$ cat src/common/crfbr_pkg.sv
/*
  shared constants and carriers for the receive filter routing block.
  assumes a 32-bit AXI4-Lite register bus with byte addresses.
*/
package crfbr_pkg;

  // ------------------------------------------------------------
  // register map
  // ------------------------------------------------------------
  localparam int unsigned AXI_AW        = 8;
  localparam logic [7:0]  OFS_ENABLE    = 8'h00;
  localparam logic [7:0]  OFS_PTR_4_7   = 8'h04;
  localparam logic [7:0]  OFS_PTR_8_11  = 8'h08;
  localparam logic [7:0]  OFS_PTR_12_15 = 8'h0C;
  localparam logic [7:0]  OFS_STATUS    = 8'h10;

  // ------------------------------------------------------------
  // reset values and field layout
  // ------------------------------------------------------------
  localparam logic [15:0] ENABLE_RST    = 16'hFFFF;
  localparam logic [15:0] PTR_RST       = 16'h0000;
  localparam logic [3:0]  DEST_FIFO     = 4'hF;
  localparam int unsigned FLD_W         = 4;
  localparam int unsigned NUM_FILTERS   = 16;
  localparam int unsigned FILTER_4      = 4;
  localparam int unsigned FIRST_PTR3    = 8;
  localparam int unsigned FIRST_PTR4    = 12;
  localparam int unsigned GROUP         = 4;

  // ------------------------------------------------------------
  // bus responses
  // ------------------------------------------------------------
  localparam logic [1:0]  RESP_OKAY     = 2'h0;
  localparam logic [1:0]  RESP_SLVERR   = 2'h2;

  // ------------------------------------------------------------
  // carriers
  // ------------------------------------------------------------
  typedef struct packed {
    logic       valid;
    logic [3:0] filter;
  } crfbr_hit_s;

  typedef struct packed {
    logic       toFifo;
    logic [3:0] filter;
    logic [3:0] buffer;
  } crfbr_route_s;

  typedef struct packed {
    logic        en;
    logic [7:0]  addr;
    logic [15:0] data;
    logic [1:0]  strb;
  } crfbr_wr_s;

endpackage

$ cat src/rtl/crfbr_axi_slave.sv
/*
  AXI4-Lite slave front end: takes address and data in either order,
  hands one write pulse to the register file, registers read data.
  assumes the register file decodes addresses combinationally.
*/
`timescale 1ns/1ps
module crfbr_axi_slave
  import crfbr_pkg::*;
(
  input  wire logic              clk,
  input  wire logic              nrst,
  input  wire logic              awvalid,
  output logic                   awready,
  input  wire logic [AXI_AW-1:0] awaddr,
  input  wire logic              wvalid,
  output logic                   wready,
  input  wire logic [31:0]       wdata,
  input  wire logic [3:0]        wstrb,
  output logic                   bvalid,
  input  wire logic              bready,
  output logic [1:0]             bresp,
  input  wire logic              arvalid,
  output logic                   arready,
  input  wire logic              rready,
  output logic                   rvalid,
  output logic [31:0]            rdata,
  output logic [1:0]             rresp,
  input  wire logic [31:0]       rdData,
  input  wire logic              rdOk,
  input  wire logic              wrOk,
  output crfbr_wr_s              wr
);

  // ------------------------------------------------------------
  // handshakes
  // ------------------------------------------------------------
  logic        awHeld_r;
  logic        wHeld_r;
  logic [7:0]  awAddr_r;
  logic [15:0] wData_r;
  logic [1:0]  wStrb_r;
  logic        awHs;
  logic        wHs;
  logic        bHs;
  logic        arHs;
  logic        rHs;
  logic        doWrite;

  assign awHs    = awvalid && awready;
  assign wHs     = wvalid && wready;
  assign bHs     = bvalid && bready;
  assign arHs    = arvalid && arready;
  assign rHs     = rvalid && rready;
  assign doWrite = awHeld_r && wHeld_r;
  assign wr      = '{en: doWrite, addr: awAddr_r, data: wData_r,
                     strb: wStrb_r};

  // ------------------------------------------------------------
  // write channel
  // ------------------------------------------------------------
  // ready stays low until the response is taken: one write in flight
  always_ff @(posedge clk or negedge nrst)
  begin
    if (!nrst)
    begin
      awready  <= 1'h1;
      wready   <= 1'h1;
      awHeld_r <= 1'h0;
      wHeld_r  <= 1'h0;
      awAddr_r <= 8'h00;
      wData_r  <= 16'h0000;
      wStrb_r  <= 2'h0;
      bvalid   <= 1'h0;
      bresp    <= RESP_OKAY;
    end
    else
    begin
      if (awHs)
      begin
        awready  <= 1'h0;
        awHeld_r <= 1'h1;
        awAddr_r <= awaddr;
      end
      if (wHs)
      begin
        wready  <= 1'h0;
        wHeld_r <= 1'h1;
        wData_r <= wdata[15:0];
        wStrb_r <= wstrb[1:0];
      end
      if (doWrite)
      begin
        awHeld_r <= 1'h0;
        wHeld_r  <= 1'h0;
        bvalid   <= 1'h1;
        bresp    <= wrOk ? RESP_OKAY : RESP_SLVERR;
      end
      if (bHs)
      begin
        bvalid  <= 1'h0;
        awready <= 1'h1;
        wready  <= 1'h1;
      end
    end
  end

  // ------------------------------------------------------------
  // read channel
  // ------------------------------------------------------------
  always_ff @(posedge clk or negedge nrst)
  begin
    if (!nrst)
    begin
      arready <= 1'h1;
      rvalid  <= 1'h0;
      rdata   <= 32'h00000000;
      rresp   <= RESP_OKAY;
    end
    else if (arHs)
    begin
      arready <= 1'h0;
      rvalid  <= 1'h1;
      rdata   <= rdData;
      rresp   <= rdOk ? RESP_OKAY : RESP_SLVERR;
    end
    else if (rHs)
    begin
      arready <= 1'h1;
      rvalid  <= 1'h0;
    end
  end

endmodule // crfbr_axi_slave

$ cat src/rtl/crfbr_route_sel.sv
/*
  per-filter destination lookup: picks the pointer nibble of the
  hitting filter and qualifies the hit with its enable bit.
  assumes pointers exist only for filter 4 and filters 8 to 15.
*/
`timescale 1ns/1ps
module crfbr_route_sel
  import crfbr_pkg::*;
(
  input  wire logic [15:0] enable,
  input  wire logic [3:0]  ptr4,
  input  wire logic [15:0] ptr811,
  input  wire logic [15:0] ptr1215,
  input  wire crfbr_hit_s  hit,
  output logic             accept,
  output logic [3:0]       selPtr
);

  logic [NUM_FILTERS*FLD_W-1:0] ptrTab;
  logic [NUM_FILTERS-1:0]       held;

  genvar f;
  generate
    for (f = 0; f < NUM_FILTERS; f++)
    begin : g_flt
      if (f == FILTER_4)
      begin : g_f4
        assign ptrTab[f*FLD_W +: FLD_W] = ptr4;
        assign held[f] = 1'h1;
      end
      else if (f >= FIRST_PTR3 && f < FIRST_PTR3 + GROUP)
      begin : g_p3
        assign ptrTab[f*FLD_W +: FLD_W] =
          ptr811[(f-FIRST_PTR3)*FLD_W +: FLD_W];
        assign held[f] = 1'h1;
      end
      else if (f >= FIRST_PTR4)
      begin : g_p4
        assign ptrTab[f*FLD_W +: FLD_W] =
          ptr1215[(f-FIRST_PTR4)*FLD_W +: FLD_W];
        assign held[f] = 1'h1;
      end
      else
      begin : g_none
        // these filters have no pointer anywhere, so their hits are never accepted
        assign ptrTab[f*FLD_W +: FLD_W] = 4'h0;
        assign held[f] = 1'h0;
      end
    end
  endgenerate

  assign selPtr = ptrTab[hit.filter*FLD_W +: FLD_W];
  assign accept = hit.valid && enable[hit.filter] && held[hit.filter];

endmodule // crfbr_route_sel

$ cat src/rtl/crfbr_top.sv
/*
  receive filter routing: destination pointer registers, filter
  enables and the routing decision for each accepted message.
  assumes the matcher presents one hit per cycle at most, and an
  AXI4-Lite master on the register side.
*/
`timescale 1ns/1ps
module crfbr_top
  import crfbr_pkg::*;
(
  input  wire logic              clk,
  input  wire logic              nrst,
  input  wire logic              awvalid,
  output logic                   awready,
  input  wire logic [AXI_AW-1:0] awaddr,
  input  wire logic              wvalid,
  output logic                   wready,
  input  wire logic [31:0]       wdata,
  input  wire logic [3:0]        wstrb,
  output logic                   bvalid,
  input  wire logic              bready,
  output logic [1:0]             bresp,
  input  wire logic              arvalid,
  output logic                   arready,
  input  wire logic [AXI_AW-1:0] araddr,
  output logic                   rvalid,
  input  wire logic              rready,
  output logic [31:0]            rdata,
  output logic [1:0]             rresp,
  input  wire crfbr_hit_s        hit,
  output logic                   routeValid_r,
  output crfbr_route_s           route_r
);

  // ------------------------------------------------------------
  // decode helpers
  // ------------------------------------------------------------
  function automatic logic regHit(input logic [7:0] a);
    regHit = (a == OFS_ENABLE) || (a == OFS_PTR_4_7) ||
             (a == OFS_PTR_8_11) || (a == OFS_PTR_12_15) ||
             (a == OFS_STATUS);
  endfunction

  function automatic logic [15:0] mergeStrb(input logic [15:0] old,
                                            input logic [15:0] nw,
                                            input logic [1:0]  strb);
    mergeStrb = {strb[1] ? nw[15:8] : old[15:8],
                 strb[0] ? nw[7:0]  : old[7:0]};
  endfunction

  // ------------------------------------------------------------
  // state
  // ------------------------------------------------------------
  logic [15:0]  enable_r;
  logic [15:0]  enable_nxt;
  logic [3:0]   ptr4_r;
  logic [3:0]   ptr4_nxt;
  logic [15:0]  ptr811_r;
  logic [15:0]  ptr811_nxt;
  logic [15:0]  ptr1215_r;
  logic [15:0]  ptr1215_nxt;
  logic         seen_r;
  logic         seen_nxt;
  crfbr_route_s route_nxt;

  crfbr_wr_s    wrReq;
  logic         wrOk;
  logic         rdOk;
  logic [31:0]  rdData;
  logic [31:0]  statusWord;
  logic         accept;
  logic [3:0]   selPtr;
  logic         enableWr;
  logic         ptr4Wr;
  logic         ptr811Wr;
  logic         ptr1215Wr;

  // ------------------------------------------------------------
  // bus slave
  // ------------------------------------------------------------
  crfbr_axi_slave u_axi (
    .clk     (clk),
    .nrst    (nrst),
    .awvalid (awvalid),
    .awready (awready),
    .awaddr  (awaddr),
    .wvalid  (wvalid),
    .wready  (wready),
    .wdata   (wdata),
    .wstrb   (wstrb),
    .bvalid  (bvalid),
    .bready  (bready),
    .bresp   (bresp),
    .arvalid (arvalid),
    .arready (arready),
    .rready  (rready),
    .rvalid  (rvalid),
    .rdata   (rdata),
    .rresp   (rresp),
    .rdData  (rdData),
    .rdOk    (rdOk),
    .wrOk    (wrOk),
    .wr      (wrReq)
  );

  // ------------------------------------------------------------
  // register file
  // ------------------------------------------------------------
  assign wrOk      = regHit(wrReq.addr);
  assign rdOk      = regHit(araddr);
  assign enableWr  = wrReq.en && (wrReq.addr == OFS_ENABLE);
  assign ptr4Wr    = wrReq.en && (wrReq.addr == OFS_PTR_4_7);
  assign ptr811Wr  = wrReq.en && (wrReq.addr == OFS_PTR_8_11);
  assign ptr1215Wr = wrReq.en && (wrReq.addr == OFS_PTR_12_15);

  assign enable_nxt  = enableWr ?
                       mergeStrb(enable_r, wrReq.data, wrReq.strb) :
                       enable_r;
  // only the filter 4 nibble of that word is kept here
  assign ptr4_nxt    = (ptr4Wr && wrReq.strb[0]) ?
                       wrReq.data[3:0] : ptr4_r;
  assign ptr811_nxt  = ptr811Wr ?
                       mergeStrb(ptr811_r, wrReq.data, wrReq.strb) :
                       ptr811_r;
  assign ptr1215_nxt = ptr1215Wr ?
                       mergeStrb(ptr1215_r, wrReq.data, wrReq.strb) :
                       ptr1215_r;

  assign statusWord = {22'h000000, seen_r, route_r};
  assign rdData = (araddr == OFS_ENABLE)    ? {16'h0000, enable_r}  :
                  (araddr == OFS_PTR_4_7)   ? {28'h0000000, ptr4_r} :
                  (araddr == OFS_PTR_8_11)  ? {16'h0000, ptr811_r}  :
                  (araddr == OFS_PTR_12_15) ? {16'h0000, ptr1215_r} :
                  (araddr == OFS_STATUS)    ? statusWord            :
                  32'h00000000;

  always_ff @(posedge clk or negedge nrst)
  begin
    if (!nrst)
    begin
      enable_r  <= ENABLE_RST;
      ptr4_r    <= PTR_RST[3:0];
      ptr811_r  <= PTR_RST;
      ptr1215_r <= PTR_RST;
    end
    else
    begin
      enable_r  <= enable_nxt;
      ptr4_r    <= ptr4_nxt;
      ptr811_r  <= ptr811_nxt;
      ptr1215_r <= ptr1215_nxt;
    end
  end

  // ------------------------------------------------------------
  // routing
  // ------------------------------------------------------------
  crfbr_route_sel u_sel (
    .enable  (enable_r),
    .ptr4    (ptr4_r),
    .ptr811  (ptr811_r),
    .ptr1215 (ptr1215_r),
    .hit     (hit),
    .accept  (accept),
    .selPtr  (selPtr)
  );

  // a pointer written in the hit cycle applies to the next message
  assign route_nxt = accept ?
                     '{toFifo: (selPtr == DEST_FIFO),
                       filter: hit.filter,
                       buffer: selPtr} :
                     route_r;
  assign seen_nxt  = seen_r || accept;

  always_ff @(posedge clk or negedge nrst)
  begin
    if (!nrst)
    begin
      routeValid_r <= 1'h0;
      route_r      <= '0;
      seen_r       <= 1'h0;
    end
    else
    begin
      routeValid_r <= accept;
      route_r      <= route_nxt;
      seen_r       <= seen_nxt;
    end
  end
endmodule // crfbr_top

$ cat config.mk
export PLATFORM = sky130hd
export DESIGN_NAME = crfbr_top
export DESIGN_NICKNAME = d
export VERILOG_FILES = /design/src/common/crfbr_pkg.sv /design/src/rtl/crfbr_axi_slave.sv /design/src/rtl/crfbr_route_sel.sv /design/src/rtl/crfbr_top.sv
export SDC_FILE = /design/constraint.sdc
export NUM_CORES = 1
export LEC_CHECK = 0
export ABC_CLOCK_PERIOD_IN_PS = 5200
export BUFFER_PORTS_ARGS = -buffer_cell sky130_fd_sc_hd__clkbuf_2
export CORE_MARGIN = 2
export CORE_UTILIZATION = 30
export CTS_CLUSTER_DIAMETER = 50
export DETAILED_ROUTE_END_ITERATION = 6
export SLEW_MARGIN = 20
export SYNTH_ARGS = -nofsm -noshare
export SYNTH_HDL_FRONTEND = slang
export SYNTH_HIERARCHICAL = 1
export SYNTH_SLANG_ARGS = --single-unit
$ cat constraint.sdc
create_clock -name clk -period 5.2 [get_ports clk]
set_clock_uncertainty 0.2 [all_clocks]
set_input_delay 1.04 -clock clk [delete_from_list [all_inputs] [get_ports clk]]
set_output_delay 1.04 -clock clk [all_outputs]
set_load 0.005 [all_outputs]
==> flow_summary.toml <==
[synth]
syn_avg_cell_area_um2 = 13.2
synth-seq-cells = 130
yosysSeqAreaShare_pct = 53.1
synth_top_area_cell = "dfrtp_1"
synth_edf_count = 0
synth_area_um2 = 6170
synth_ff_type = "dfrtp_1"
synthCells = 466
synth_area_leaders = "dfrtp_1 (45%), mux2_2 (20%), dfstp_2 (8.1%)"
synth_top_area_share_pct = 45.0
async_reset_ff_share_pct = 100
yosys_warnings = 6
synth.distinct_cells = 42

[detailed_routing]
wirelength_um = 14700
wire_per_inst_um = 17.3
ant_nets = 0
drc = 0
vias = 4085
first_pass_iters = 4
vias_per_cell = 4.81
drtIter0Drc = 256

[clock_tree]
root_buffer = "clkbuf_16"
cts_sinks = 130
worstSkewPairLatency_ns = 0.42
post_cts_resized = 0
htree_levels = 4
cts_made_buffers = 17
clockBufferDepth = 2
cts_tree = "built"
path_clk_slew_ns = 0.06
cts_setup_buffers = 0
postCtsHoldBufs = 0

[placed_design]
numPortBuffers = 94
dp_hpwl_um = 11000
place_congestion = 0.826
dpl_cell_area_um2 = 6860

[grt]
track_usage_pct = 14.3
grt_max_degree = 68
first_global_vias = 4201
antenna_found_initial = 0
grt_first_pass_wirelength_um = 23800
gr-total-overflow = 0

[floorplan]
core_area_um2 = 20200
fp-row-count = 52
dieHeight_um = 147
die_w_um = 147
start_util_pct = 30.5
ios = 115
die_area_um2 = 21700

[sta]
relSlewSlack_pct = 34.8
tns_ns = 0
hold_slack_ns = 0.297
tightest_slew_ns = 0.975
slew_viol_final = 0
hold_viol = 0
final.period_utilization_pct = 56.2
final.min_clock_period_ns = 2.92
fmaxAchievable_ghz = 0.342
rsz0062_at_grt = "no"
final-setup-viol-count = 0

[worst_hold_path]
hold_path.class = "flip-flop to flip-flop"
min_to = "seen_r"
hp-start = "seen_r"
worst_hold_path.num_cells = 1

[final_layout]
antenna_cells = 0
syn_to_final_growth_pct = 20.6
fin_nets = 631
final_cell_area_um2 = 7440
layout-drive-gt1-share_pct = 48.3

[power_and_ir_drop]
switching_share_pct = 26.5
clockPowerShare_pct = 38.2
p_int_mw = 2.22
power.total_mw = 3.02
p_per_area_nw_per_um2 = 406
p_sw_mw = 0.801
seq_power_share_pct = 47.0
combPwrFrac_pct = 14.8
max-vdd-ir-drop_mv = 0.237
p_leak_nw = 3.52

[critical_path]
r2r_start = "u_axi/awAddr_r[0]"
cp-start-kind = "input pin"
r2r_end = "enable_r[11]"
r2r_cells = 4
cp_max_fo = 26
crit_arrival_ns = 3.08
cp-end-kind = "flip-flop"
required_ns = 5.36
r2r_setup_slack_ns = 2.70
path_class = "input pin to flip-flop"

[run_status]
run_status = "completed"

[run]
max_cap_violations = 0
[worst max-delay path by stage]
stage | slack, ns | cells past startpoint | to | startpoint
2_1_floorplan | 2.37 | 7 | route_r[4] | hit[0]
3_3_place_gp | 1.64 | 5 | route_r[0] | hit[0]
3_5_place_dp | 1.60 | 5 | route_r[2] | hit[0]
4_1_cts | 2.06 | 5 | route_r[2] | hit[0]
5_1_grt | 2.08 | 6 | u_axi/rdata[1] | araddr[3]
6_report | 2.28 | 6 | u_axi/rdata[1] | araddr[3]
[layout by cell type, fill, tap and decap left out, types with 2 or more instances in the layout]
cell type   instances
a21oi_1            14
a221o_1             6
a31oi_1             7
a32o_1              6
a32oi_1             5
and3_1              6
and3b_1             2
buf_4               3
bufinv_16           2
clkbuf_1            3
clkbuf_16          17
clkbuf_2           93
clkbuf_8            2
clkinv_2            5
clkinvlp_4          2
conb_1             18
dfrtp_1           111
dfstp_2            19
inv_1              13
mux2_2            107
mux2_4             18
mux2i_1            18
mux4_1              2
mux4_2              2
nand2_1            17
nand2_4             2
nand2b_1            5
nand3_1             7
nand3b_1            3
nand4_1             2
nor2_1             19
nor2b_1             9
nor3_1              2
nor3_2              2
nor3b_1             2
o21ai_0            17
o22ai_1             2
[synth_stat cells, types with 3 or more instances]
library cell	count
a21oi_1	14
a221o_1	6
a31oi_1	7
a32o_1	6
a32oi_1	5
and3_1	6
buf_4	7
buf_6	8
clkbuf_1	13
dfrtp_1	111
dfstp_2	19
inv_1	13
mux2_2	107
mux2_4	18
mux2i_1	18
nand2_1	17
nand2b_1	5
nand3_1	7
nand3b_1	3
nor2_1	19
nor2b_1	9
o21ai_0	17
[worst max-delay path, cell delays in order]
cell and delay (ns):
clkbuf_2 0.43, nor2b_1 0.84, a221o_1 0.30, a32oi_1 0.12, a21oi_1 0.18, mux2_2 0.17
[stage by stage]
stage	worst slack [ns]	std cells	utilization [%]
final	2.28	850	36.8
after global routing	2.08	850	36.8
after CTS	2.06	850	36.7
after detailed placement	1.60	818	33.9
after global placement	1.64	818	33.9
after floorplan	2.37	482	-
[sequential cells by signal, summed over array words and instances, names as in the netlist, 2 cells and up]
signal,cells
u_axi/wStrb_r,2
ptr1215_r,16
enable_r,16
u_axi/awAddr_r,8
u_axi/rdata,32
route_r,9
ptr4_r,4
u_axi/wData_r,16
ptr811_r,16
[power groups by stage]
stage	Sequential, mW	Clock [mW]	Combinational [mW]
after floorplan	1.37	0	0.291
final	1.42	1.16	0.446
after CTS	1.42	1.19	0.457
after global routing	1.46	1.24	0.495
after detailed placement	1.44	0	0.454
after global placement	1.42	0	0.437
[layer usage]
metal	GRT usage, %	wire, µm	vias up
met2	21.8	6750	133
li1	-	-	1884
met4	6.06	409	0
met3	3.30	679	26
met5	0	0	-
met1	19.7	6910	2042
[cell families (layout without fill, tap and decap cells)]
family | count (synthesis) | count (layout) | synth area share, %
flip-flops | 130 | 130 | 53.1
buffers and inverters | 43 | 141 | 4.06
multiplexers | 147 | 147 | 28.4
AO/OA/AOI/OAI | 58 | 58 | 6.22
other | 2 | 18 | 0.122
AND/OR/NAND/NOR | 86 | 86 | 8.09
[cell type report]
class	instances	area (µm²)
clock buffers	22	464
clock inverters	10	109
fillers	1979	12800
inverters	13	48.8
multi-input cells	309	2720
flip-flops and latches	130	3280
well taps	270	338
repair buffers	96	488
(Power assumes the default switching activity.)
